===== config.mk =====
export PLATFORM = sky130hd
export DESIGN_NAME = adcc_top
export DESIGN_NICKNAME = d
export VERILOG_FILES = /design/src/hw/adcc_pkg.sv /design/src/hw/adcc_top.sv
export SDC_FILE = /design/constraint.sdc
export NUM_CORES = 1
export LEC_CHECK = 0
export BUFFER_PORTS_ARGS = -buffer_cell sky130_fd_sc_hd__buf_4
export CORE_ASPECT_RATIO = 0.75
export CORE_MARGIN = 8
export CORE_UTILIZATION = 32
export DETAILED_ROUTE_END_ITERATION = 10
export MAX_ROUTING_LAYER = met4
export SETUP_SLACK_MARGIN = 0.02
export SKIP_LAST_GASP = 1
export SLEW_MARGIN = 30
export SYNTH_ARGS = -nofsm -noshare
export SYNTH_HDL_FRONTEND = slang
export SYNTH_SLANG_ARGS = --single-unit

===== constraint.sdc =====
create_clock -name core_clk -period 5.1 [get_ports core_clk]
set_clock_uncertainty 0.15 [all_clocks]
set_input_delay 0.255 -clock core_clk [delete_from_list [all_inputs] [get_ports core_clk]]
set_output_delay 0.255 -clock core_clk [all_outputs]
set_load 0.05 [all_outputs]

===== src/hw/adcc_pkg.sv =====
package adcc_pkg;

  // Register byte addresses on the Avalon-MM slave.
  localparam logic [3:0] ADDR_CTRL_STATUS = 4'h0;
  localparam logic [3:0] ADDR_RES_LOW     = 4'h1;
  localparam logic [3:0] ADDR_RES_HIGH    = 4'h2;
  localparam logic [3:0] ADDR_TRIG_POL    = 4'h3;
  localparam logic [3:0] ADDR_DIS_LOW     = 4'h4;
  localparam logic [3:0] ADDR_DIS_HIGH    = 4'h5;
  localparam logic [3:0] ADDR_MISC        = 4'h6;
  localparam logic [3:0] ADDR_MUX_CFG     = 4'h7;

  // Register field positions.
  localparam int CS_ENABLE  = 7;
  localparam int CS_START   = 6;
  localparam int CS_AUTO    = 5;
  localparam int CS_DONE    = 4;
  localparam int CS_IRQ_EN  = 3;
  localparam int TP_BIPOLAR = 7;
  localparam int MC_LEFT    = 5;
  localparam int MS_EXTREF  = 2;
  localparam int MS_REFOUT  = 1;
  localparam int MS_ISRC    = 0;

  // Writable bit masks; everything else reads zero.
  localparam logic [7:0] TP_WMASK  = 8'hf7;
  localparam logic [7:0] DH_WMASK  = 8'h70;
  localparam logic [7:0] MS_WMASK  = 8'h07;
  localparam logic [7:0] RESET_VAL = 8'h00;

  // Conversion lengths in converter clocks.
  localparam logic [4:0] FIRST_CONV_CLKS = 5'd25;
  localparam logic [4:0] NORM_CONV_CLKS  = 5'd13;

  localparam logic [2:0] TRIG_FREE = 3'h0;

  typedef enum logic [1:0] {
    ADCC_IDLE = 2'b00,
    ADCC_CONV = 2'b01
  } adcc_state_t;

  // Avalon-MM request carried as one bundle.
  typedef struct packed {
    logic       read;
    logic       write;
    logic [3:0] address;
    logic [7:0] writedata;
  } adcc_req_t;

endpackage


===== src/hw/adcc_top.sv =====
// Notes on behaviour
// Auto-trigger starts conversion on selected rising edge.
// Done flag sets when result registers update.
// Interrupt needs flag, enable and global enable.
// Flag clears on vector taken or written one.
// Prescaler codes divide by 2,2,4..128.
// Right adjust bits 9:0, left bits 15:6.
// Low byte read locks result until high read.
// Software reads low byte before high byte.
// Unipolar saturates; bipolar gives two's complement.
// Unipolar 10 bits; bipolar 9 plus sign.
// Trigger source used only when auto-trigger set.
// Source switch clear-to-set counts as rising edge.
// Switching to free running never triggers.
// Source codes map to the eight trigger flags. Code 0 selects free running instead, so only codes 1..7 use flags 1..7.
// Reserved bits read as zero.
// Low disable bits zero matching port inputs.
// High disable bits 6..4 zero pins 10..8.
// External reference enable selects reference pin.
// Reference output enable drives internal reference out.
// Start bit busy; first conversion 25 clocks, else 13.
// Enable powers converter; clearing aborts conversion.
// Trigger edges by registered compare, one start each.
//
// Local design decisions: the placing of the registers and the Avalon-MM interface to the registers.
`timescale 1ns/1ps
module adcc_top (
  input  wire logic                core_clk,       // System clock.
  input  wire logic                rst_n,          // Sync reset, low.
  input  wire logic [3:0]          avs_address,    // Register address.
  input  wire logic                avs_read,       // Read strobe.
  input  wire logic                avs_write,      // Write strobe.
  input  wire logic [7:0]          avs_writedata,  // Write data.
  output logic [7:0]               avs_readdata,   // Read data.
  output logic                     avs_waitrequest, // Stall.
  input  wire logic [7:0]          trig_flags,     // Trigger flags 0..7.
  input  wire logic                global_irq_en,  // Global enable bit.
  input  wire logic                irq_ack,        // Vector taken pulse.
  output logic                     irq_req,        // Interrupt request.
  output logic                     conv_sample,    // Core sample pulse.
  output logic                     conv_clk_en,    // Converter clock tick.
  input  wire logic [9:0]          core_data,      // Raw core result.
  input  wire logic                core_negative,  // Pos not above neg.
  input  wire logic [10:0]         pin_in,         // Raw pin inputs.
  output logic [10:0]              pin_in_gated,   // Port input bits.
  output logic                     ext_ref_sel,    // Reference from pin.
  output logic                     ref_out_en,     // Drive ref out pin.
  output logic                     isrc_en,        // Current source on.
  output logic                     conv_power      // Converter powered.
);
  import adcc_pkg::*;

  logic [7:0]  cs_ff, nxt_cs;
  logic [7:0]  tp_ff, dl_ff, dh_ff, ms_ff, mx_ff;
  logic [9:0]  res_ff;
  logic        lock_ff;
  logic [6:0]  pre_ff;
  logic [4:0]  cnt_ff;
  logic        first_ff;
  logic        trig_ff;
  logic        ack_ff;
  logic        done_prev_ff;
  logic [10:0] pin_s1_ff, pin_s2_ff;
  adcc_state_t st_ff;
  adcc_req_t   req;

  assign req = '{read: avs_read, write: avs_write,
                 address: avs_address, writedata: avs_writedata};

  // Registers answer in the cycle of the request, no stall.
  assign avs_waitrequest = 1'b0;

  // Write and read decode.
  wire wr_cs = req.write && req.address == ADDR_CTRL_STATUS;
  wire wr_tp = req.write && req.address == ADDR_TRIG_POL;
  wire wr_dl = req.write && req.address == ADDR_DIS_LOW;
  wire wr_dh = req.write && req.address == ADDR_DIS_HIGH;
  wire wr_ms = req.write && req.address == ADDR_MISC;
  wire wr_mx = req.write && req.address == ADDR_MUX_CFG;
  wire rd_lo = req.read && req.address == ADDR_RES_LOW;
  wire rd_hi = req.read && req.address == ADDR_RES_HIGH;

  wire enable  = cs_ff[CS_ENABLE];
  wire auto_on = cs_ff[CS_AUTO];
  wire [2:0] psel = cs_ff[2:0];
  wire [2:0] tsel = tp_ff[2:0];

  // Prescaler: a counter held at zero while idle whose bit picks the tick rate.
  wire [7:0] pre_nxt = {1'b0, pre_ff} + 8'h01;
  wire [2:0] pre_bit = (psel == 3'h0) ? 3'h0 : 3'(psel - 3'h1);
  wire [7:0] pre_mask = 8'((8'h01 << pre_bit) << 1) - 8'h01;
  assign conv_clk_en = enable && ((pre_ff & pre_mask[6:0]) ==
                        pre_mask[6:0]);

  // Trigger selection; free running follows the done flag itself.
  wire src_raw = (tsel == TRIG_FREE) ? 1'b0 : trig_flags[tsel];
  wire trig_edge = src_raw && !trig_ff;
  // Free running restarts on the rise of the done flag only, so that
  // selecting source zero while the flag already stands starts nothing.
  wire free_go = (tsel == TRIG_FREE) && cs_ff[CS_DONE] &&
                 !done_prev_ff;
  wire auto_go = auto_on && enable && (trig_edge || free_go);
  wire sw_go = wr_cs && req.writedata[CS_START] &&
               req.writedata[CS_ENABLE];
  wire go = (sw_go || auto_go) && st_ff == ADCC_IDLE;

  // Conversion finishes on the last converter clock.
  wire conv_end = st_ff == ADCC_CONV && conv_clk_en && cnt_ff == 5'd1;
  wire abort = wr_cs && !req.writedata[CS_ENABLE];

  // Result formatting: saturate in unipolar, keep sign in bipolar.
  wire bip = tp_ff[TP_BIPOLAR];
  wire [9:0] conv_val = (!bip && core_negative) ? 10'h3ff : core_data;
  wire left = mx_ff[MC_LEFT];
  wire [15:0] res16 = left ? {res_ff, 6'h00} : {6'h00, res_ff};

  // Control/status next value.
  always_comb begin
    nxt_cs = cs_ff;
    if (wr_cs) begin
      nxt_cs[7:5] = req.writedata[7:5];
      nxt_cs[3:0] = req.writedata[3:0];
      nxt_cs[CS_START] = cs_ff[CS_START] | req.writedata[CS_START];
      if (req.writedata[CS_DONE]) begin
        nxt_cs[CS_DONE] = 1'b0;
      end
    end
    if (ack_ff) begin
      nxt_cs[CS_DONE] = 1'b0;
    end
    if (go) begin
      nxt_cs[CS_START] = 1'b1;
    end
    if (conv_end) begin
      nxt_cs[CS_START] = 1'b0;
      nxt_cs[CS_DONE] = 1'b1;
    end
    if (abort || !nxt_cs[CS_ENABLE]) begin
      nxt_cs[CS_START] = 1'b0;
    end
  end

  // Register file and reset state.
  always_ff @(posedge core_clk) begin
    if (!rst_n) begin
      cs_ff <= RESET_VAL;
      tp_ff <= RESET_VAL;
      dl_ff <= RESET_VAL;
      dh_ff <= RESET_VAL;
      ms_ff <= RESET_VAL;
      mx_ff <= RESET_VAL;
    end else begin
      cs_ff <= nxt_cs;
      if (wr_tp) tp_ff <= req.writedata & TP_WMASK;
      if (wr_dl) dl_ff <= req.writedata;
      if (wr_dh) dh_ff <= req.writedata & DH_WMASK;
      if (wr_ms) ms_ff <= req.writedata & MS_WMASK;
      if (wr_mx) mx_ff <= req.writedata;
    end
  end

  // Conversion sequencer with first-conversion length.
  always_ff @(posedge core_clk) begin
    if (!rst_n) begin
      st_ff    <= ADCC_IDLE;
      cnt_ff   <= 5'd0;
      first_ff <= 1'b1;
      pre_ff   <= 7'h00;
    end else begin
      pre_ff <= (st_ff == ADCC_IDLE && !go) ? 7'h00 : pre_nxt[6:0];
      if (!nxt_cs[CS_ENABLE]) begin
        st_ff    <= ADCC_IDLE;
        first_ff <= 1'b1;
      end else if (go) begin
        st_ff  <= ADCC_CONV;
        cnt_ff <= first_ff ? FIRST_CONV_CLKS : NORM_CONV_CLKS;
      end else if (conv_end) begin
        st_ff    <= ADCC_IDLE;
        first_ff <= 1'b0;
      end else if (st_ff == ADCC_CONV && conv_clk_en) begin
        cnt_ff <= cnt_ff - 5'd1;
      end
    end
  end

  // Result lock: reading low byte freezes until high byte read.
  always_ff @(posedge core_clk) begin
    if (!rst_n) begin
      res_ff  <= 10'h000;
      lock_ff <= 1'b0;
    end else begin
      if (conv_end && !lock_ff) begin
        res_ff <= conv_val;
      end
      if (rd_hi) begin
        lock_ff <= 1'b0;
      end else if (rd_lo) begin
        lock_ff <= 1'b1;
      end
    end
  end

  // Edge memory, vector acknowledge and pin synchronisers.
  always_ff @(posedge core_clk) begin
    if (!rst_n) begin
      trig_ff        <= 1'b0;
      ack_ff         <= 1'b0;
      pin_s1_ff      <= 11'h000;
      pin_s2_ff      <= 11'h000;
      done_prev_ff   <= 1'b0;
    end else begin
      trig_ff        <= src_raw;
      ack_ff         <= irq_ack && irq_req;
      pin_s1_ff      <= pin_in;
      pin_s2_ff      <= pin_s1_ff;
      done_prev_ff   <= cs_ff[CS_DONE];
    end
  end

  // The port bits see zero for each disabled analog pin.
  assign pin_in_gated = pin_s2_ff &
                        ~{dh_ff[6:4], dl_ff};

  // Read mux; unmapped addresses read zero.
  always_comb begin
    avs_readdata = 8'h00;
    unique case (req.address)
      ADDR_CTRL_STATUS: avs_readdata = cs_ff;
      ADDR_RES_LOW:     avs_readdata = res16[7:0];
      ADDR_RES_HIGH:    avs_readdata = res16[15:8];
      ADDR_TRIG_POL:    avs_readdata = tp_ff;
      ADDR_DIS_LOW:     avs_readdata = dl_ff;
      ADDR_DIS_HIGH:    avs_readdata = dh_ff;
      ADDR_MISC:        avs_readdata = ms_ff;
      ADDR_MUX_CFG:     avs_readdata = mx_ff;
      default:          avs_readdata = 8'h00;
    endcase
  end

  assign irq_req = cs_ff[CS_DONE] && cs_ff[CS_IRQ_EN] &&
                   global_irq_en;
  assign conv_sample = conv_end;
  assign ext_ref_sel = ms_ff[MS_EXTREF];
  assign ref_out_en  = ms_ff[MS_REFOUT];
  assign isrc_en     = ms_ff[MS_ISRC];
  assign conv_power  = enable;
endmodule


Yosys cells after proc, flatten, opt, wreduce, memory -nomap -nowiden

Index checks and enable logic that the tools add are counted.

Register bits: 87
Bits of input ports: 48
Output and inout bits: 27

Add/subtract/negate cells: 4
Magnitude comparators: 1
Equal/unequal tests: 10
Shifts and indexed selects: 1
Multiplexer cells: 18
Bitwise operators: 6
Reduce and logical (&&, ||, !) cells: 52

Operators by type and width:

| kind                  | count |
|---|---|
| $pmux W8 S8           | 1 |
| $logic_and A1 B1 Y1   | 26 |
| $mux W5               | 4 |
| $eq A4 B3 Y1 const B  | 4 |
| $mux W16              | 1 |
| $and A11 B11 Y11      | 1 |
| $not A11 Y11          | 1 |
| $mux W10              | 1 |
| $eq A4 B2 Y1 const B  | 2 |
| $mux W1               | 8 |
| $mux W8               | 1 |
| $add A7 B1 Y7 const B | 1 |
| $and A7 B7 Y7         | 1 |
| $eq A7 B7 Y1          | 1 |
| $logic_not A1 Y1      | 7 |
| $sub A7 B1 Y7 const B | 1 |
| $logic_not A3 Y1      | 2 |
| $reduce_and A2 Y1     | 3 |
| $reduce_bool A2 Y1    | 3 |
| $reduce_bool A3 Y1    | 2 |
| $shl A1 B3 Y6 const A | 1 |
| $eq A5 B1 Y1 const B  | 1 |
| $sub A5 B1 Y5 const B | 1 |
| $eq A4 B1 Y1 const B  | 1 |
| 13 further kinds      | 17 |

Longest topological paths before layout

Gate-level depths: netlist of the first run.

Depth in word-level cells: 11
Depth in mapped cells: 16
Gate-level depth less buffers: 12

Worst setup path after synthesis of the first run

Ideal clock, no wire load.

Kind: reg-to-reg
Start: register cs_ff[1]
End: register first_ff
Library setup time: 0.184 ns
Arrival: 3.599 ns
Setup slack: 1.167 ns
Cell stages (with the launch flop): 16
Clock period less this slack: 3.933 ns
Cells stage by stage: dfxtp_1 buf_2 nor2_1 inv_1 ha_1 clkbuf_1 a21oi_1 nand2_1 ha_1 inv_1 xnor2_1 nor2_1 or4_1 buf_2 nor3_1 o21ai_0

Cells in the longest elaborated chain, start to end: 10
Elaborated cells between the ends (all ways): 11

Ends and longest elaborated chain:

| what                                              | RTL line        | text |
|---|---|---|
| start, declared                                   | adcc_top.sv:53  | `logic [7:0] cs_ff, nxt_cs;` |
| start signal, assigned                            | adcc_top.sv:153 | `cs_ff <= nxt_cs;` |
| $sub A3 B1 Y3 or $logic_not A3 Y1 (tied branches) | adcc_top.sv:90  | `wire [2:0] pre_bit = (psel == 3'h0) ? 3'h0 : 3'(psel - 3'h1);` |
| $mux W3 (*)                                       | adcc_top.sv:90  |  |
| $shl A1 B3 Y6 (*)                                 | adcc_top.sv:91  | `wire [7:0] pre_mask = 8'((8'h01 << pre_bit) << 1) - 8'h01;` |
| $sub A7 B1 Y7 (*)                                 | adcc_top.sv:91  |  |
| $and A7 B7 Y7                                     | adcc_top.sv:92  | `assign conv_clk_en = enable && ((pre_ff & pre_mask[6:0]) ==` |
| $eq A7 B7 Y1 (*)                                  | adcc_top.sv:92  |  |
| $logic_and A1 B1 Y1 (*)                           | adcc_top.sv:92  |  |
| $logic_and A1 B1 Y1 (*) (2 in series)             | adcc_top.sv:108 | `wire conv_end = st_ff == ADCC_CONV && conv_clk_en && cnt_ff == 5'd1;` |
| net conv_sample                                   | adcc_top.sv:40  | `output logic conv_sample,` |
| $reduce_and A2 Y1 (no line) (*)                   | -               |  |
| end signal, assigned                              | adcc_top.sv:167 | `first_ff <= 1'b1;` |
| end signal, assigned                              | adcc_top.sv:173 | `first_ff <= 1'b1;` |
| end signal, assigned                              | adcc_top.sv:179 | `first_ff <= 1'b0;` |
| end, declared                                     | adcc_top.sv:59  | `logic first_ff;` |

Mark *: on every way through the listed nets, which the timed path passes. The rest lies on a longest branch.
A chain may end at the register's enable or synchronous reset.

Worst setup path after layout of the first run

Start: register cs_ff[1]
End: output conv_sample

Cells in the longest elaborated chain, start to end: 9
Elaborated cells between the ends (all ways): 10

Ends and longest elaborated chain:

| what                                              | RTL line |
|---|---|
| $sub A3 B1 Y3 or $logic_not A3 Y1 (tied branches) | adcc_top.sv:90 |
| $mux W3 (*)                                       | adcc_top.sv:90 |
| $shl A1 B3 Y6 (*)                                 | adcc_top.sv:91 |
| $sub A7 B1 Y7 (*)                                 | adcc_top.sv:91 |
| $and A7 B7 Y7                                     | adcc_top.sv:92 |
| $eq A7 B7 Y1 (*)                                  | adcc_top.sv:92 |
| $logic_and A1 B1 Y1 (*)                           | adcc_top.sv:92 |
| $logic_and A1 B1 Y1 (*) (2 in series)             | adcc_top.sv:108 |
| end, declared                                     | adcc_top.sv:40 |

Mark *: on every way between the ends. The rest lies on a longest branch, timed or not.

==> results of run 1 <==
[flip-flops by register name (all words and copies together), names as in the netlist, 3 cells and up]
signal and count:
pin_s1_ff 11, tp_ff 7, dl_ff 8, res_ff 10, mx_ff 8, cs_ff 8, ms_ff 3, cnt_ff 5
dh_ff 3, pre_ff 7, pin_s2_ff 11
[layout by cell type (no fill, tap or decap), types with 3 or more instances in the layout]
| master | n |
|---|---|
| sky130_fd_sc_hd__and2_1 | 23 |
| sky130_fd_sc_hd__a31oi_1 | 4 |
| sky130_fd_sc_hd__a21oi_1 | 34 |
| sky130_fd_sc_hd__ha_1 | 6 |
| sky130_fd_sc_hd__xnor2_1 | 8 |
| sky130_fd_sc_hd__nor2_1 | 31 |
| sky130_fd_sc_hd__nand2_1 | 55 |
| sky130_fd_sc_hd__a221oi_1 | 4 |
| sky130_fd_sc_hd__o311a_1 | 11 |
| sky130_fd_sc_hd__nand3_1 | 35 |
| sky130_fd_sc_hd__dlygate4sd3_1 | 12 |
| sky130_fd_sc_hd__or4_1 | 3 |
| sky130_fd_sc_hd__o21ai_0 | 10 |
| sky130_fd_sc_hd__inv_1 | 14 |
| sky130_fd_sc_hd__a22oi_1 | 3 |
| sky130_fd_sc_hd__clkbuf_16 | 9 |
| sky130_fd_sc_hd__mux2_2 | 3 |
| sky130_fd_sc_hd__buf_4 | 75 |
| sky130_fd_sc_hd__o21bai_1 | 10 |
| sky130_fd_sc_hd__dfxtp_1 | 87 |
| sky130_fd_sc_hd__mux2i_1 | 15 |
| sky130_fd_sc_hd__nor4_1 | 4 |
| sky130_fd_sc_hd__nor2b_1 | 15 |
| sky130_fd_sc_hd__o211ai_1 | 3 |
| sky130_fd_sc_hd__and3_1 | 4 |
| sky130_fd_sc_hd__a222oi_1 | 7 |
| sky130_fd_sc_hd__nor3_1 | 8 |
| sky130_fd_sc_hd__nand3b_1 | 8 |
[through the flow]
stage               hold WS [ps]  cell area, µm²  util, %  setup WS, ps
floorplan                    232            4070        -          1170
global placement             265            4690     38.0          1570
finish                      10.5            5080     41.2           963
global route                5.53            5080     41.2           702
CTS                         3.56            5080     41.2           985
detailed placement           267            4690     38.0          1370
[kinds of logic after synthesis]
logic type | Yosys count
other | 1
muxes | 20
AOI/OAI and AO/OA | 103
DFF | 87
buffers and inverters | 49
and+or+nand+nor | 198
xor gates and xnor gates | 10
adders and majority gates | 6
[worst max-delay path, cell delays in order (launching register included)]
cell,delay (ps)
sky130_fd_sc_hd__dfxtp_1,440
sky130_fd_sc_hd__nor2_1,270
sky130_fd_sc_hd__inv_1,80
sky130_fd_sc_hd__ha_1,280
sky130_fd_sc_hd__a21oi_1,200
sky130_fd_sc_hd__nand2_1,90
sky130_fd_sc_hd__ha_1,260
sky130_fd_sc_hd__inv_1,110
sky130_fd_sc_hd__xnor2_1,120
sky130_fd_sc_hd__nor2_1,60
sky130_fd_sc_hd__or4_1,660
sky130_fd_sc_hd__nor3_1,510
sky130_fd_sc_hd__buf_4,290
[area by class of cell]
| type | count | area [µm²] |
|---|---|---|
| clock inverters | 4 | 28.8 |
| well taps | 166 | 208 |
| fillers | 1259 | 7260 |
| inverters | 14 | 52.6 |
| flip-flops and latches | 87 | 1740 |
| repair buffers | 87 | 683 |
| multi-input cells | 338 | 2120 |
| clock buffers | 12 | 246 |
[where the power goes]
part / internal (µW) / switching, µW / leakage (µW)
registers: 691 / 6.02 / 0.000706
clock network: 345 / 273 / 0.000129
logic: 55.1 / 80.8 / 0.00110
total: 1090 / 360 / 0.00193
[layer usage]
metal  routed length [µm]  up-vias  track usage (%)
li1                     -     1812                -
met1                 5880     1777             20.0
met2                 5460      117             23.0
met3                  565       16             3.01
met4                  199        0             5.27
met5                    0        -                -
[worst paths after layout]
check	start	endpoint	cells past startpoint
worst max-delay path	cs_ff[1]$_SDFFE_PN0P_	conv_sample	12
worst min-delay path	core_data[7]	res_ff[7]$_SDFFE_PN0P_	2
worst max register to register	cs_ff[1]$_SDFFE_PN0P_	res_ff[8]$_SDFFE_PN0P_	12
worst min register to register	pin_s1_ff[4]$_SDFF_PN0_	pin_s2_ff[4]$_SDFF_PN0_	1
==> metrics.txt, run 1 <==
# TYPE chip_impl_metric gauge
chip_impl_metric{name="net_count_after_synthesis",unit=""} 528
chip_impl_info{name="rsz0062_at_grt",value="false"} 1
chip_impl_metric{name="boundaryPins",unit=""} 75
chip_impl_metric{name="total_power",unit="µW"} 1450
chip_impl_metric{name="via_count_of_the_first_global_routing_pass",unit=""} 3737
chip_impl_metric{name="fmax",unit="MHz"} 242
chip_impl_metric{name="detail_route.vias_per_cell",unit=""} 5.26
chip_impl_info{name="synth_commonest_cells",value="87 x sky130_fd_sc_hd__dfxtp_1, 55 x sky130_fd_sc_hd__nand2_1, 35 x sky130_fd_sc_hd__nand3_1"} 1
chip_impl_metric{name="total_number_of_clock_tree_sinks",unit=""} 87
chip_impl_info{name="worst_hold_path_type",value="input port to flop"} 1
chip_impl_metric{name="regToRegSetupSlack",unit="ps"} 1330
chip_impl_metric{name="hold_violations_final",unit=""} 0
chip_impl_metric{name="power_density",unit="nW/µm²"} 285
chip_impl_metric{name="dpl.cell_count",unit=""} 680
chip_impl_metric{name="detailedRoute.firstPassIterationCount",unit=""} 6
chip_impl_metric{name="arrival",unit="ps"} 3730
chip_impl_metric{name="post-route-drc-count",unit=""} 0
chip_impl_metric{name="min_period",unit="ps"} 4140
chip_impl_metric{name="tritoncts.num_buffers",unit=""} 9
chip_impl_metric{name="flow.area_growth_from_synthesis",unit="%"} 25.0
chip_impl_metric{name="worst_skew_pair.late_latency",unit="ps"} 340
chip_impl_metric{name="core_region_area",unit="µm²"} 12300
chip_impl_info{name="main_synth_ff_type",value="sky130_fd_sc_hd__dfxtp_1"} 1
chip_impl_metric{name="detail-route-antenna-nets",unit=""} 0
chip_impl_metric{name="synthArstFlopShare",unit="%"} 0
chip_impl_metric{name="clkSlewWorstSetupHoldPaths",unit="ps"} 60
chip_impl_metric{name="post_synth_edffs",unit=""} 0
chip_impl_metric{name="post_synth_mux_area_share",unit="%"} 5.63
chip_impl_metric{name="syn-mean-instance-area",unit="µm²"} 8.58
chip_impl_info{name="outcome",value="completed"} 1
chip_impl_metric{name="dr_wl_cell",unit="µm"} 17.1
chip_impl_metric{name="worst_ir_drop_vdd",unit="mV"} 0.183
chip_impl_metric{name="clock_tree.htree_level_count",unit=""} 3
chip_impl_metric{name="grt_antenna_before_repair",unit=""} 0
chip_impl_metric{name="num-nets-final",unit=""} 591
chip_impl_info{name="synth.area.top_cells",value="sky130_fd_sc_hd__dfxtp_1 43%, sky130_fd_sc_hd__nand2_1 5.1%, sky130_fd_sc_hd__nand3_1 4.3%"} 1
chip_impl_metric{name="period_share",unit="%"} 81.1
chip_impl_metric{name="placement.io_buffers",unit=""} 72
chip_impl_metric{name="yosys.area_share.adder",unit="%"} 1.85
chip_impl_metric{name="cts_hold_buffers",unit=""} 12
chip_impl_metric{name="dieHeight",unit="µm"} 114
chip_impl_metric{name="setup-violations-final",unit=""} 0
chip_impl_info{name="cts_tree",value="built"} 1
chip_impl_metric{name="global_route_wire_length_before_repair",unit="µm"} 19800
chip_impl_metric{name="clk_path_buf_depth",unit=""} 2
chip_impl_info{name="criticalPathCategory",value="flop to primary output"} 1
chip_impl_metric{name="tns",unit="ps"} 0
chip_impl_metric{name="finalWeightedCongestion",unit=""} 0.930
chip_impl_metric{name="tightest_slew",unit="ps"} 916
chip_impl_metric{name="initial_utilization",unit="%"} 32.9
chip_impl_metric{name="iter_0_drt_violations",unit=""} 351
chip_impl_metric{name="synth.yosys.seq_area_share",unit="%"} 42.8
chip_impl_metric{name="post_cts.repair.setup_buffers",unit=""} 0
chip_impl_metric{name="detailroute.via_count",unit=""} 3722
chip_impl_info{name="synth_top_area_cell",value="sky130_fd_sc_hd__dfxtp_1"} 1
chip_impl_metric{name="floorplan.die_area",unit="µm²"} 16600
chip_impl_metric{name="fp-row-count",unit=""} 35
chip_impl_metric{name="timing.slew.headroom",unit="%"} 38.7
chip_impl_metric{name="antenna-diode-count",unit=""} 0
chip_impl_metric{name="drv_slew",unit=""} 0
chip_impl_info{name="yosysMostFrequentCell",value="sky130_fd_sc_hd__dfxtp_1"} 1
chip_impl_metric{name="grt_usage",unit="%"} 15.2
chip_impl_metric{name="grt_overflow_total",unit=""} 0
chip_impl_metric{name="synth_simple_gate_area_share",unit="%"} 24.8
chip_impl_metric{name="chipWidth",unit="µm"} 146
chip_impl_metric{name="pin_count_of_the_biggest_net_entering_global_routing",unit=""} 43
chip_impl_metric{name="synth_seq_cells",unit=""} 87
chip_impl_metric{name="synth.yosys.warnings",unit=""} 0
chip_impl_metric{name="cp.required",unit="ps"} 4700
chip_impl_metric{name="wl",unit="µm"} 12100
chip_impl_metric{name="synth_compound_gate_area_share",unit="%"} 17.7
chip_impl_info{name="worstSetupStartpointType",value="flop"} 1
chip_impl_metric{name="p_leak",unit="µW"} 0.00193
chip_impl_metric{name="fin_cells",unit=""} 708
chip_impl_info{name="clk_root_buffer_cell",value="sky130_fd_sc_hd__clkbuf_16"} 1
chip_impl_metric{name="cts_resized",unit=""} 0
chip_impl_metric{name="synthesis.area",unit="µm²"} 4070
chip_impl_metric{name="maxCapViolCount",unit=""} 0
chip_impl_metric{name="post_synth_num_cell_types",unit=""} 56
chip_impl_metric{name="synth_cells",unit=""} 474
chip_impl_info{name="worstSetupEndpointType",value="primary output"} 1
chip_impl_info{name="synth_top_family_by_area",value="simple AND/OR/NAND/NOR gates"} 1
chip_impl_metric{name="yosysTopAreaCellShare",unit="%"} 42.8
chip_impl_metric{name="synth_xor_area_share",unit="%"} 2.15
chip_impl_metric{name="worstPathMaxFanout",unit=""} 14
chip_impl_metric{name="post_route_cells_drive_above_1_share",unit="%"} 17.9
chip_impl_metric{name="dpl.hpwl",unit="µm"} 8790
Note: power is estimated with default switching activity, not from simulation.
==> run 2, diff against run 1 <==
Settings changed: ABC_AREA set to 1.
Clock period 5.1 ns to 4.1 ns, I/O delays scaled along.
==> run 2 against run 1 <==
Design area up 2.2%. Final cell count up 20%. First-iteration DRC count down 28%. Wire length down 9.9%. Flip-flop and latch count unchanged. Clock power up 36%. Register-to-register slack worse by 180 ps. Non-clock buffer count down 2. Sequential power up 25%.
==> metrics.txt, run 2 <==
# TYPE chip_impl_metric gauge
chip_impl_info{name="outcome",value="completed"} 1
chip_impl_metric{name="detailroute.via_count",unit=""} 3832
chip_impl_metric{name="synthesis.area",unit="µm²"} 4090
chip_impl_metric{name="floorplan.die_area",unit="µm²"} 16700
chip_impl_metric{name="post_route_cells_drive_above_1_share",unit="%"} 16.2
chip_impl_metric{name="clkSlewWorstSetupHoldPaths",unit="ps"} 70
chip_impl_metric{name="dpl.hpwl",unit="µm"} 8250
chip_impl_info{name="synth_commonest_cells",value="134 x sky130_fd_sc_hd__nand2_1, 113 x sky130_fd_sc_hd__inv_1, 87 x sky130_fd_sc_hd__dfxtp_1"} 1
chip_impl_metric{name="post-route-drc-count",unit=""} 0
chip_impl_metric{name="via_count_of_the_first_global_routing_pass",unit=""} 3895
chip_impl_metric{name="detail_route.vias_per_cell",unit=""} 4.52
chip_impl_metric{name="global_route_wire_length_before_repair",unit="µm"} 18500
chip_impl_info{name="final_common_cell",value="sky130_fd_sc_hd__nand2_1"} 1
chip_impl_metric{name="flow.area_growth_from_synthesis",unit="%"} 27.0
chip_impl_info{name="worst_hold_path_type",value="input port to flop"} 1
chip_impl_metric{name="synthArstFlopShare",unit="%"} 0
chip_impl_metric{name="grt_antenna_before_repair",unit=""} 0
chip_impl_metric{name="dr_wl_cell",unit="µm"} 12.9
chip_impl_metric{name="worstPathMaxFanout",unit=""} 10
chip_impl_metric{name="post_synth_num_cell_types",unit=""} 35
chip_impl_metric{name="setup-violations-final",unit=""} 0
chip_impl_info{name="final_cell_mix",value="134 x sky130_fd_sc_hd__nand2_1, 113 x sky130_fd_sc_hd__inv_1, 87 x sky130_fd_sc_hd__dfxtp_1"} 1
chip_impl_metric{name="initial_utilization",unit="%"} 33.0
chip_impl_info{name="clk_root_buffer_cell",value="sky130_fd_sc_hd__clkbuf_16"} 1
chip_impl_metric{name="dp_slack",unit="ps"} 1170
chip_impl_metric{name="net_count_after_synthesis",unit=""} 651
chip_impl_info{name="reg.largest.list",value="pin_s1_ff (11), pin_s2_ff (11), res_ff (10)"} 1
chip_impl_info{name="main_synth_ff_type",value="sky130_fd_sc_hd__dfxtp_1"} 1
chip_impl_info{name="crit_chain",value="nor2_1 > ha_1 > inv_1 > nand2_2 > nand3_4 > ha_1 > nand4_1 > nand3_1 > nand2_1 > a21oi_2 > nand3_2 > nor2_4 > nand3_4 > inv_1 > buf_4"} 1
chip_impl_metric{name="pin_count_of_the_biggest_net_entering_global_routing",unit=""} 64
chip_impl_info{name="yosysMostFrequentCell",value="sky130_fd_sc_hd__nand2_1"} 1
chip_impl_metric{name="placement.io_buffers",unit=""} 73
chip_impl_metric{name="grt_overflow_total",unit=""} 0
chip_impl_info{name="worstSetupEndpointType",value="primary output"} 1
chip_impl_metric{name="fp-row-count",unit=""} 35
chip_impl_metric{name="synth.yosys.seq_area_share",unit="%"} 42.6
chip_impl_metric{name="synth.yosys.warnings",unit=""} 0
chip_impl_metric{name="maxCapViolCount",unit=""} 0
chip_impl_metric{name="arrival",unit="ps"} 2750
chip_impl_metric{name="finalWeightedCongestion",unit=""} 0.896
chip_impl_metric{name="layout.filler_cells",unit=""} 1271
chip_impl_metric{name="antenna-diode-count",unit=""} 0
chip_impl_metric{name="tns",unit="ps"} 0
chip_impl_metric{name="drv_slew",unit=""} 0
chip_impl_metric{name="synth_cells",unit=""} 597
chip_impl_metric{name="syn-mean-instance-area",unit="µm²"} 6.86
chip_impl_metric{name="timing.critical_path.slowest_cell_delay",unit="ps"} 490
chip_impl_metric{name="num-nets-final",unit=""} 730
chip_impl_info{name="crit_slowest_cell",value="sky130_fd_sc_hd__dfxtp_1"} 1
chip_impl_metric{name="detail-route-antenna-nets",unit=""} 0
chip_impl_info{name="worstSetupStartpointType",value="flop"} 1
chip_impl_metric{name="worst_ir_drop_vdd",unit="mV"} 0.183
chip_impl_info{name="synth_top_area_cell",value="sky130_fd_sc_hd__dfxtp_1"} 1
chip_impl_metric{name="post_cts.repair.setup_buffers",unit=""} 0
chip_impl_metric{name="power_density",unit="nW/µm²"} 361
chip_impl_info{name="synth.area.top_cells",value="sky130_fd_sc_hd__dfxtp_1 43%, sky130_fd_sc_hd__nand2_1 12%, sky130_fd_sc_hd__inv_1 10%"} 1
chip_impl_metric{name="worst_skew_pair.late_latency",unit="ps"} 340
chip_impl_metric{name="clock_tree.htree_level_count",unit=""} 3
chip_impl_metric{name="p_leak",unit="µW"} 0.00245
chip_impl_metric{name="wl",unit="µm"} 10900
chip_impl_metric{name="boundaryPins",unit=""} 75
chip_impl_metric{name="cts_resized",unit=""} 0
chip_impl_metric{name="fmax",unit="MHz"} 322
chip_impl_metric{name="regToRegSetupSlack",unit="ps"} 1150
chip_impl_info{name="cts_tree",value="built"} 1
chip_impl_metric{name="timing.slew.headroom",unit="%"} 53.4
chip_impl_metric{name="cp.required",unit="ps"} 3740
chip_impl_metric{name="grt_usage",unit="%"} 14.0
chip_impl_metric{name="iter_0_drt_violations",unit=""} 254
chip_impl_metric{name="final_critical_path_setup_slack",unit="ps"} 999
chip_impl_metric{name="chipWidth",unit="µm"} 147
chip_impl_metric{name="total_number_of_clock_tree_sinks",unit=""} 87
chip_impl_metric{name="clk_path_buf_depth",unit=""} 2
chip_impl_metric{name="core_region_area",unit="µm²"} 12400
chip_impl_metric{name="dieHeight",unit="µm"} 114
chip_impl_metric{name="detailedRoute.firstPassIterationCount",unit=""} 5
chip_impl_metric{name="period_share",unit="%"} 75.6
chip_impl_metric{name="tritoncts.num_buffers",unit=""} 9
chip_impl_info{name="criticalPathCategory",value="flop to primary output"} 1
chip_impl_info{name="rsz0062_at_grt",value="false"} 1
chip_impl_metric{name="min_period",unit="ps"} 3100
chip_impl_metric{name="post_synth_edffs",unit=""} 0
chip_impl_metric{name="hold_violations_final",unit=""} 0
chip_impl_metric{name="synth_seq_cells",unit=""} 87
chip_impl_metric{name="yosysTopAreaCellShare",unit="%"} 42.6
chip_impl_metric{name="tightest_slew",unit="ps"} 696
run 2: layer usage:
layer	global-route usage [%]	vias up	share of wire [%]
li1	-	2034	-
met1	17.9	1680	51
met2	20.6	106	40
met3	4.43	12	7.3
met4	4.45	0	1.4
met5	-	-	0
run 2: through the flow:
stage               utilization, %  instances  area [µm²]  hold slack (ps)  power (µW)
global placement              38.5        819        4770              235        1050
global route                  41.9        847        5200             26.4        1960
CTS                           41.9        847        5200             5.42        1900
finish                        41.9        847        5200             17.0        1880
floorplan                        -        597        4090              153         982
detailed placement            38.5        819        4770              241        1050
run 2: final cells by class:
class                   count  area (µm²)  share of cell area (%)
repair buffers             85         668                    12.9
flip-flops and latches     87        1740                    33.5
multi-input cells         374        1830                    35.2
clock buffers               9         225                    4.33
clock inverters             7        80.1                    1.54
inverters                 119         447                    8.59
well taps                 166         208                    4.00
run 2: cells by family (layout without fill, tap and decap cells):
family / count (synthesis) / count (layout) / share of synthesized area [%]
simple gates: 257 / 257 / 27.2
buf+inv: 136 / 220 / 12.8
compound gates: 105 / 105 / 14.4
flops: 87 / 87 / 42.6
fa+ha+maj: 6 / 6 / 1.83
xor+xnor: 5 / 5 / 1.07
other cells: 1 / 1 / 0.0916
run 2: critical path, delay by kind of cell, from the launching register on:
family / cells / cell delay [ps]
flip-flops: 1 / 490
adder cells (fa/ha/maj): 2 / 390
AO/OA/AOI/OAI: 1 / 110
buffers and inverters: 3 / 390
AND/OR/NAND/NOR: 9 / 1020
run 2: final timing paths:
path / startpoint / end / depth (start not counted)
min: avs_writedata[3] / mx_ff[3]$_SDFFE_PN0P_ / 3
max reg2reg: cs_ff[1]$_SDFFE_PN0P_ / res_ff[2]$_SDFFE_PN0P_ / 17
min reg2reg: pin_s1_ff[1]$_SDFF_PN0_ / pin_s2_ff[1]$_SDFF_PN0_ / 2
max: cs_ff[1]$_SDFFE_PN0P_ / conv_sample / 15
run 2: power by group:
group,switching (µW),internal [µW],leakage (µW),total [µW]
combinational,102,68.5,0.00160,171
sequential,7.51,862,0.000707,869
clock,360,479,0.000143,839
total,470,1410,0.00245,1880
run 2: what timing repair did:
| item | CTS | global route |
|---|---|---|
| hold buffers | 12 | 0 |
| setup endpoints to repair | 0 | 0 |
| hold endpoints to repair | 12 | 0 |
==> run 3, diff against run 2 <==
Settings changed: ABC_AREA 1 to 0.
Clock period 4.1 ns to 3.15 ns, I/O delays scaled along.
==> run 3 against run 2 <==
Die area fell by 0.54%. Sequential power up 30%. Combinational power rose by 56%. Critical path type unchanged. Critical endpoint unchanged.
==> metrics.txt, run 3 (synthesized netlist as in run 1, its figures left out) <==
# TYPE chip_impl_metric gauge
chip_impl_metric{name="power_density",unit="nW/µm²"} 438
chip_impl_metric{name="worstPathMaxFanout",unit=""} 10
chip_impl_metric{name="post-route-drc-count",unit=""} 0
chip_impl_metric{name="layout.filler_cells",unit=""} 1222
chip_impl_info{name="cpMostUsedCell",value="sky130_fd_sc_hd__buf_6"} 1
chip_impl_metric{name="detail_route.vias_per_cell",unit=""} 5.27
chip_impl_metric{name="grt_usage",unit="%"} 15.5
chip_impl_metric{name="finalWeightedCongestion",unit=""} 0.883
chip_impl_metric{name="pin_count_of_the_biggest_net_entering_global_routing",unit=""} 42
chip_impl_metric{name="dpl.cell_count",unit=""} 692
chip_impl_metric{name="clk_path_buf_depth",unit=""} 2
chip_impl_info{name="final_cell_mix",value="90 x sky130_fd_sc_hd__buf_4, 85 x sky130_fd_sc_hd__dfxtp_1, 54 x sky130_fd_sc_hd__nand2_1"} 1
chip_impl_metric{name="post_route_cells_drive_above_1_share",unit="%"} 22.0
chip_impl_metric{name="placed_cell_area",unit="µm²"} 4800
chip_impl_metric{name="timing.slew.headroom",unit="%"} 54.2
chip_impl_metric{name="maxCapViolCount",unit=""} 0
chip_impl_metric{name="post-route-util",unit="%"} 44.5
chip_impl_info{name="reg.largest.list",value="pin_s1_ff (11), pin_s2_ff (11), res_ff (10)"} 1
chip_impl_metric{name="tritoncts.num_buffers",unit=""} 9
chip_impl_metric{name="wl",unit="µm"} 12600
chip_impl_metric{name="tightest_slew",unit="ps"} 686
chip_impl_metric{name="setup-violations-final",unit=""} 0
chip_impl_metric{name="worst_ir_drop_vdd",unit="mV"} 0.291
chip_impl_metric{name="clock_tree.htree_level_count",unit=""} 3
chip_impl_metric{name="fp-row-count",unit=""} 35
chip_impl_metric{name="placement.io_buffers",unit=""} 72
chip_impl_metric{name="total_power",unit="µW"} 2410
chip_impl_metric{name="flow.area_growth_from_synthesis",unit="%"} 35.0
chip_impl_info{name="crit_chain",value="buf_6 > or2b_1 > a21o_1 > nand2_1 > ha_2 > inv_1 > xnor2_1 > nor2_1 > or4_4 > buf_12 > nor3_4 > buf_6"} 1
chip_impl_metric{name="floorplan.die_area",unit="µm²"} 16600
chip_impl_metric{name="detailroute.via_count",unit=""} 3919
chip_impl_metric{name="antenna-diode-count",unit=""} 0
chip_impl_metric{name="worst_skew_pair.late_latency",unit="ps"} 340
chip_impl_info{name="cts_tree",value="built"} 1
chip_impl_metric{name="arrival",unit="ps"} 2720
chip_impl_metric{name="num-nets-final",unit=""} 627
chip_impl_info{name="clk_root_buffer_cell",value="sky130_fd_sc_hd__clkbuf_16"} 1
chip_impl_info{name="outcome",value="completed"} 1
chip_impl_metric{name="p_leak",unit="µW"} 0.00211
chip_impl_metric{name="total_number_of_clock_tree_sinks",unit=""} 87
chip_impl_metric{name="tns",unit="ps"} 0
chip_impl_metric{name="grt_overflow_total",unit=""} 0
chip_impl_metric{name="clkSlewWorstSetupHoldPaths",unit="ps"} 60
chip_impl_metric{name="core_region_area",unit="µm²"} 12300
chip_impl_metric{name="detail-route-antenna-nets",unit=""} 0
chip_impl_info{name="criticalPathCategory",value="flop to primary output"} 1
chip_impl_metric{name="boundaryPins",unit=""} 75
chip_impl_metric{name="iter_0_drt_violations",unit=""} 388
chip_impl_info{name="worstSetupStartpointType",value="flop"} 1
chip_impl_metric{name="chipWidth",unit="µm"} 146
chip_impl_metric{name="dr_wl_cell",unit="µm"} 16.9
chip_impl_metric{name="period_share",unit="%"} 96.1
chip_impl_info{name="worstSetupEndpointType",value="primary output"} 1
chip_impl_metric{name="fin_cells",unit=""} 744
chip_impl_metric{name="hold_violations_final",unit=""} 0
chip_impl_info{name="crit_slowest_cell",value="sky130_fd_sc_hd__or4_4"} 1
chip_impl_metric{name="drv_slew",unit=""} 0
chip_impl_metric{name="final_area",unit="µm²"} 5490
chip_impl_metric{name="via_count_of_the_first_global_routing_pass",unit=""} 3893
chip_impl_info{name="rsz0062_at_grt",value="true"} 1
chip_impl_info{name="final_common_cell",value="sky130_fd_sc_hd__buf_4"} 1
chip_impl_metric{name="initial_utilization",unit="%"} 32.9
chip_impl_metric{name="cp.required",unit="ps"} 2840
chip_impl_info{name="worst_hold_path_type",value="input port to flop"} 1
chip_impl_metric{name="min_period",unit="ps"} 3030
chip_impl_metric{name="timing.critical_path.slowest_cell_delay",unit="ps"} 460
chip_impl_metric{name="fmax",unit="MHz"} 330
chip_impl_metric{name="detailedRoute.firstPassIterationCount",unit=""} 6
chip_impl_metric{name="grt_antenna_before_repair",unit=""} 0
chip_impl_metric{name="dpl.hpwl",unit="µm"} 9090
chip_impl_metric{name="global_route_wire_length_before_repair",unit="µm"} 20400
chip_impl_metric{name="dieHeight",unit="µm"} 114
==> run 3: worst paths after layout <==
path / start / end / slack [ps] / cells after the start
max: cs_ff[1]$_SDFFE_PN0P_ / conv_sample / 120 / 12
min: avs_read / lock_ff$_SDFFE_PP0P_ / 80 / 4
max reg2reg: cs_ff[1]$_SDFFE_PN0P_ / res_ff[4]$_SDFFE_PN0P_ / 160 / 13
min reg2reg: pin_s1_ff[10]$_SDFF_PN0_ / pin_s2_ff[10]$_SDFF_PN0_ / 280 / 1
==> run 3: worst max-delay path, delay by kind of cell (launching register included) <==
family | cells | cell delay (ps)
simple gates | 5 | 990
buf+inv | 4 | 540
xor+xnor | 1 | 130
compound gates | 1 | 210
flops | 1 | 340
fa+ha+maj | 1 | 180
==> run 3: final cells by class <==
| type | instances | area (µm²) | area share, % |
|---|---|---|---|
| multi-input combinational | 338 | 2190 | 39.8 |
| sequential | 87 | 1740 | 31.8 |
| tap | 166 | 208 | 3.78 |
| clock buffer | 10 | 229 | 4.17 |
| inverter | 14 | 52.6 | 0.957 |
| clock inverter | 6 | 52.6 | 0.957 |
| timing repair buffer | 123 | 1020 | 18.6 |
==> run 3: where the power goes <==
| group | internal (µW) | switching, µW | total, µW |
|---|---|---|---|
| clock | 546 | 467 | 1010 |
| sequential | 1120 | 8.90 | 1130 |
| combinational | 123 | 143 | 266 |
| total | 1790 | 619 | 2410 |
==> run 3: what timing repair did <==
action / in CTS / in global routing
pin swaps: 4 / 2
buffers inserted: 5 / 1
hold endpoints to repair: 54 / 0
hold buffers: 30 / 0
setup endpoints to repair: 2 / 13
resized for setup: 12 / 5
==> run 3: through the flow <==
step | hold slack, ps | setup slack (ps)
after floorplan | 135 | 43.4
after global placement | 214 | 173
after detailed placement | 218 | 99.8
after CTS | 87.8 | 20.4
after global routing | 98.8 | 20.9
final | 83.5 | 122
==> run 3: layer usage <==
layer	vias to the layer above	routed length, µm	GRT usage [%]
li1	1886	-	-
met2	156	5830	24.6
met1	1862	5740	19.8
met3	15	825	3.68
met4	0	159	3.76
met5	-	0	-
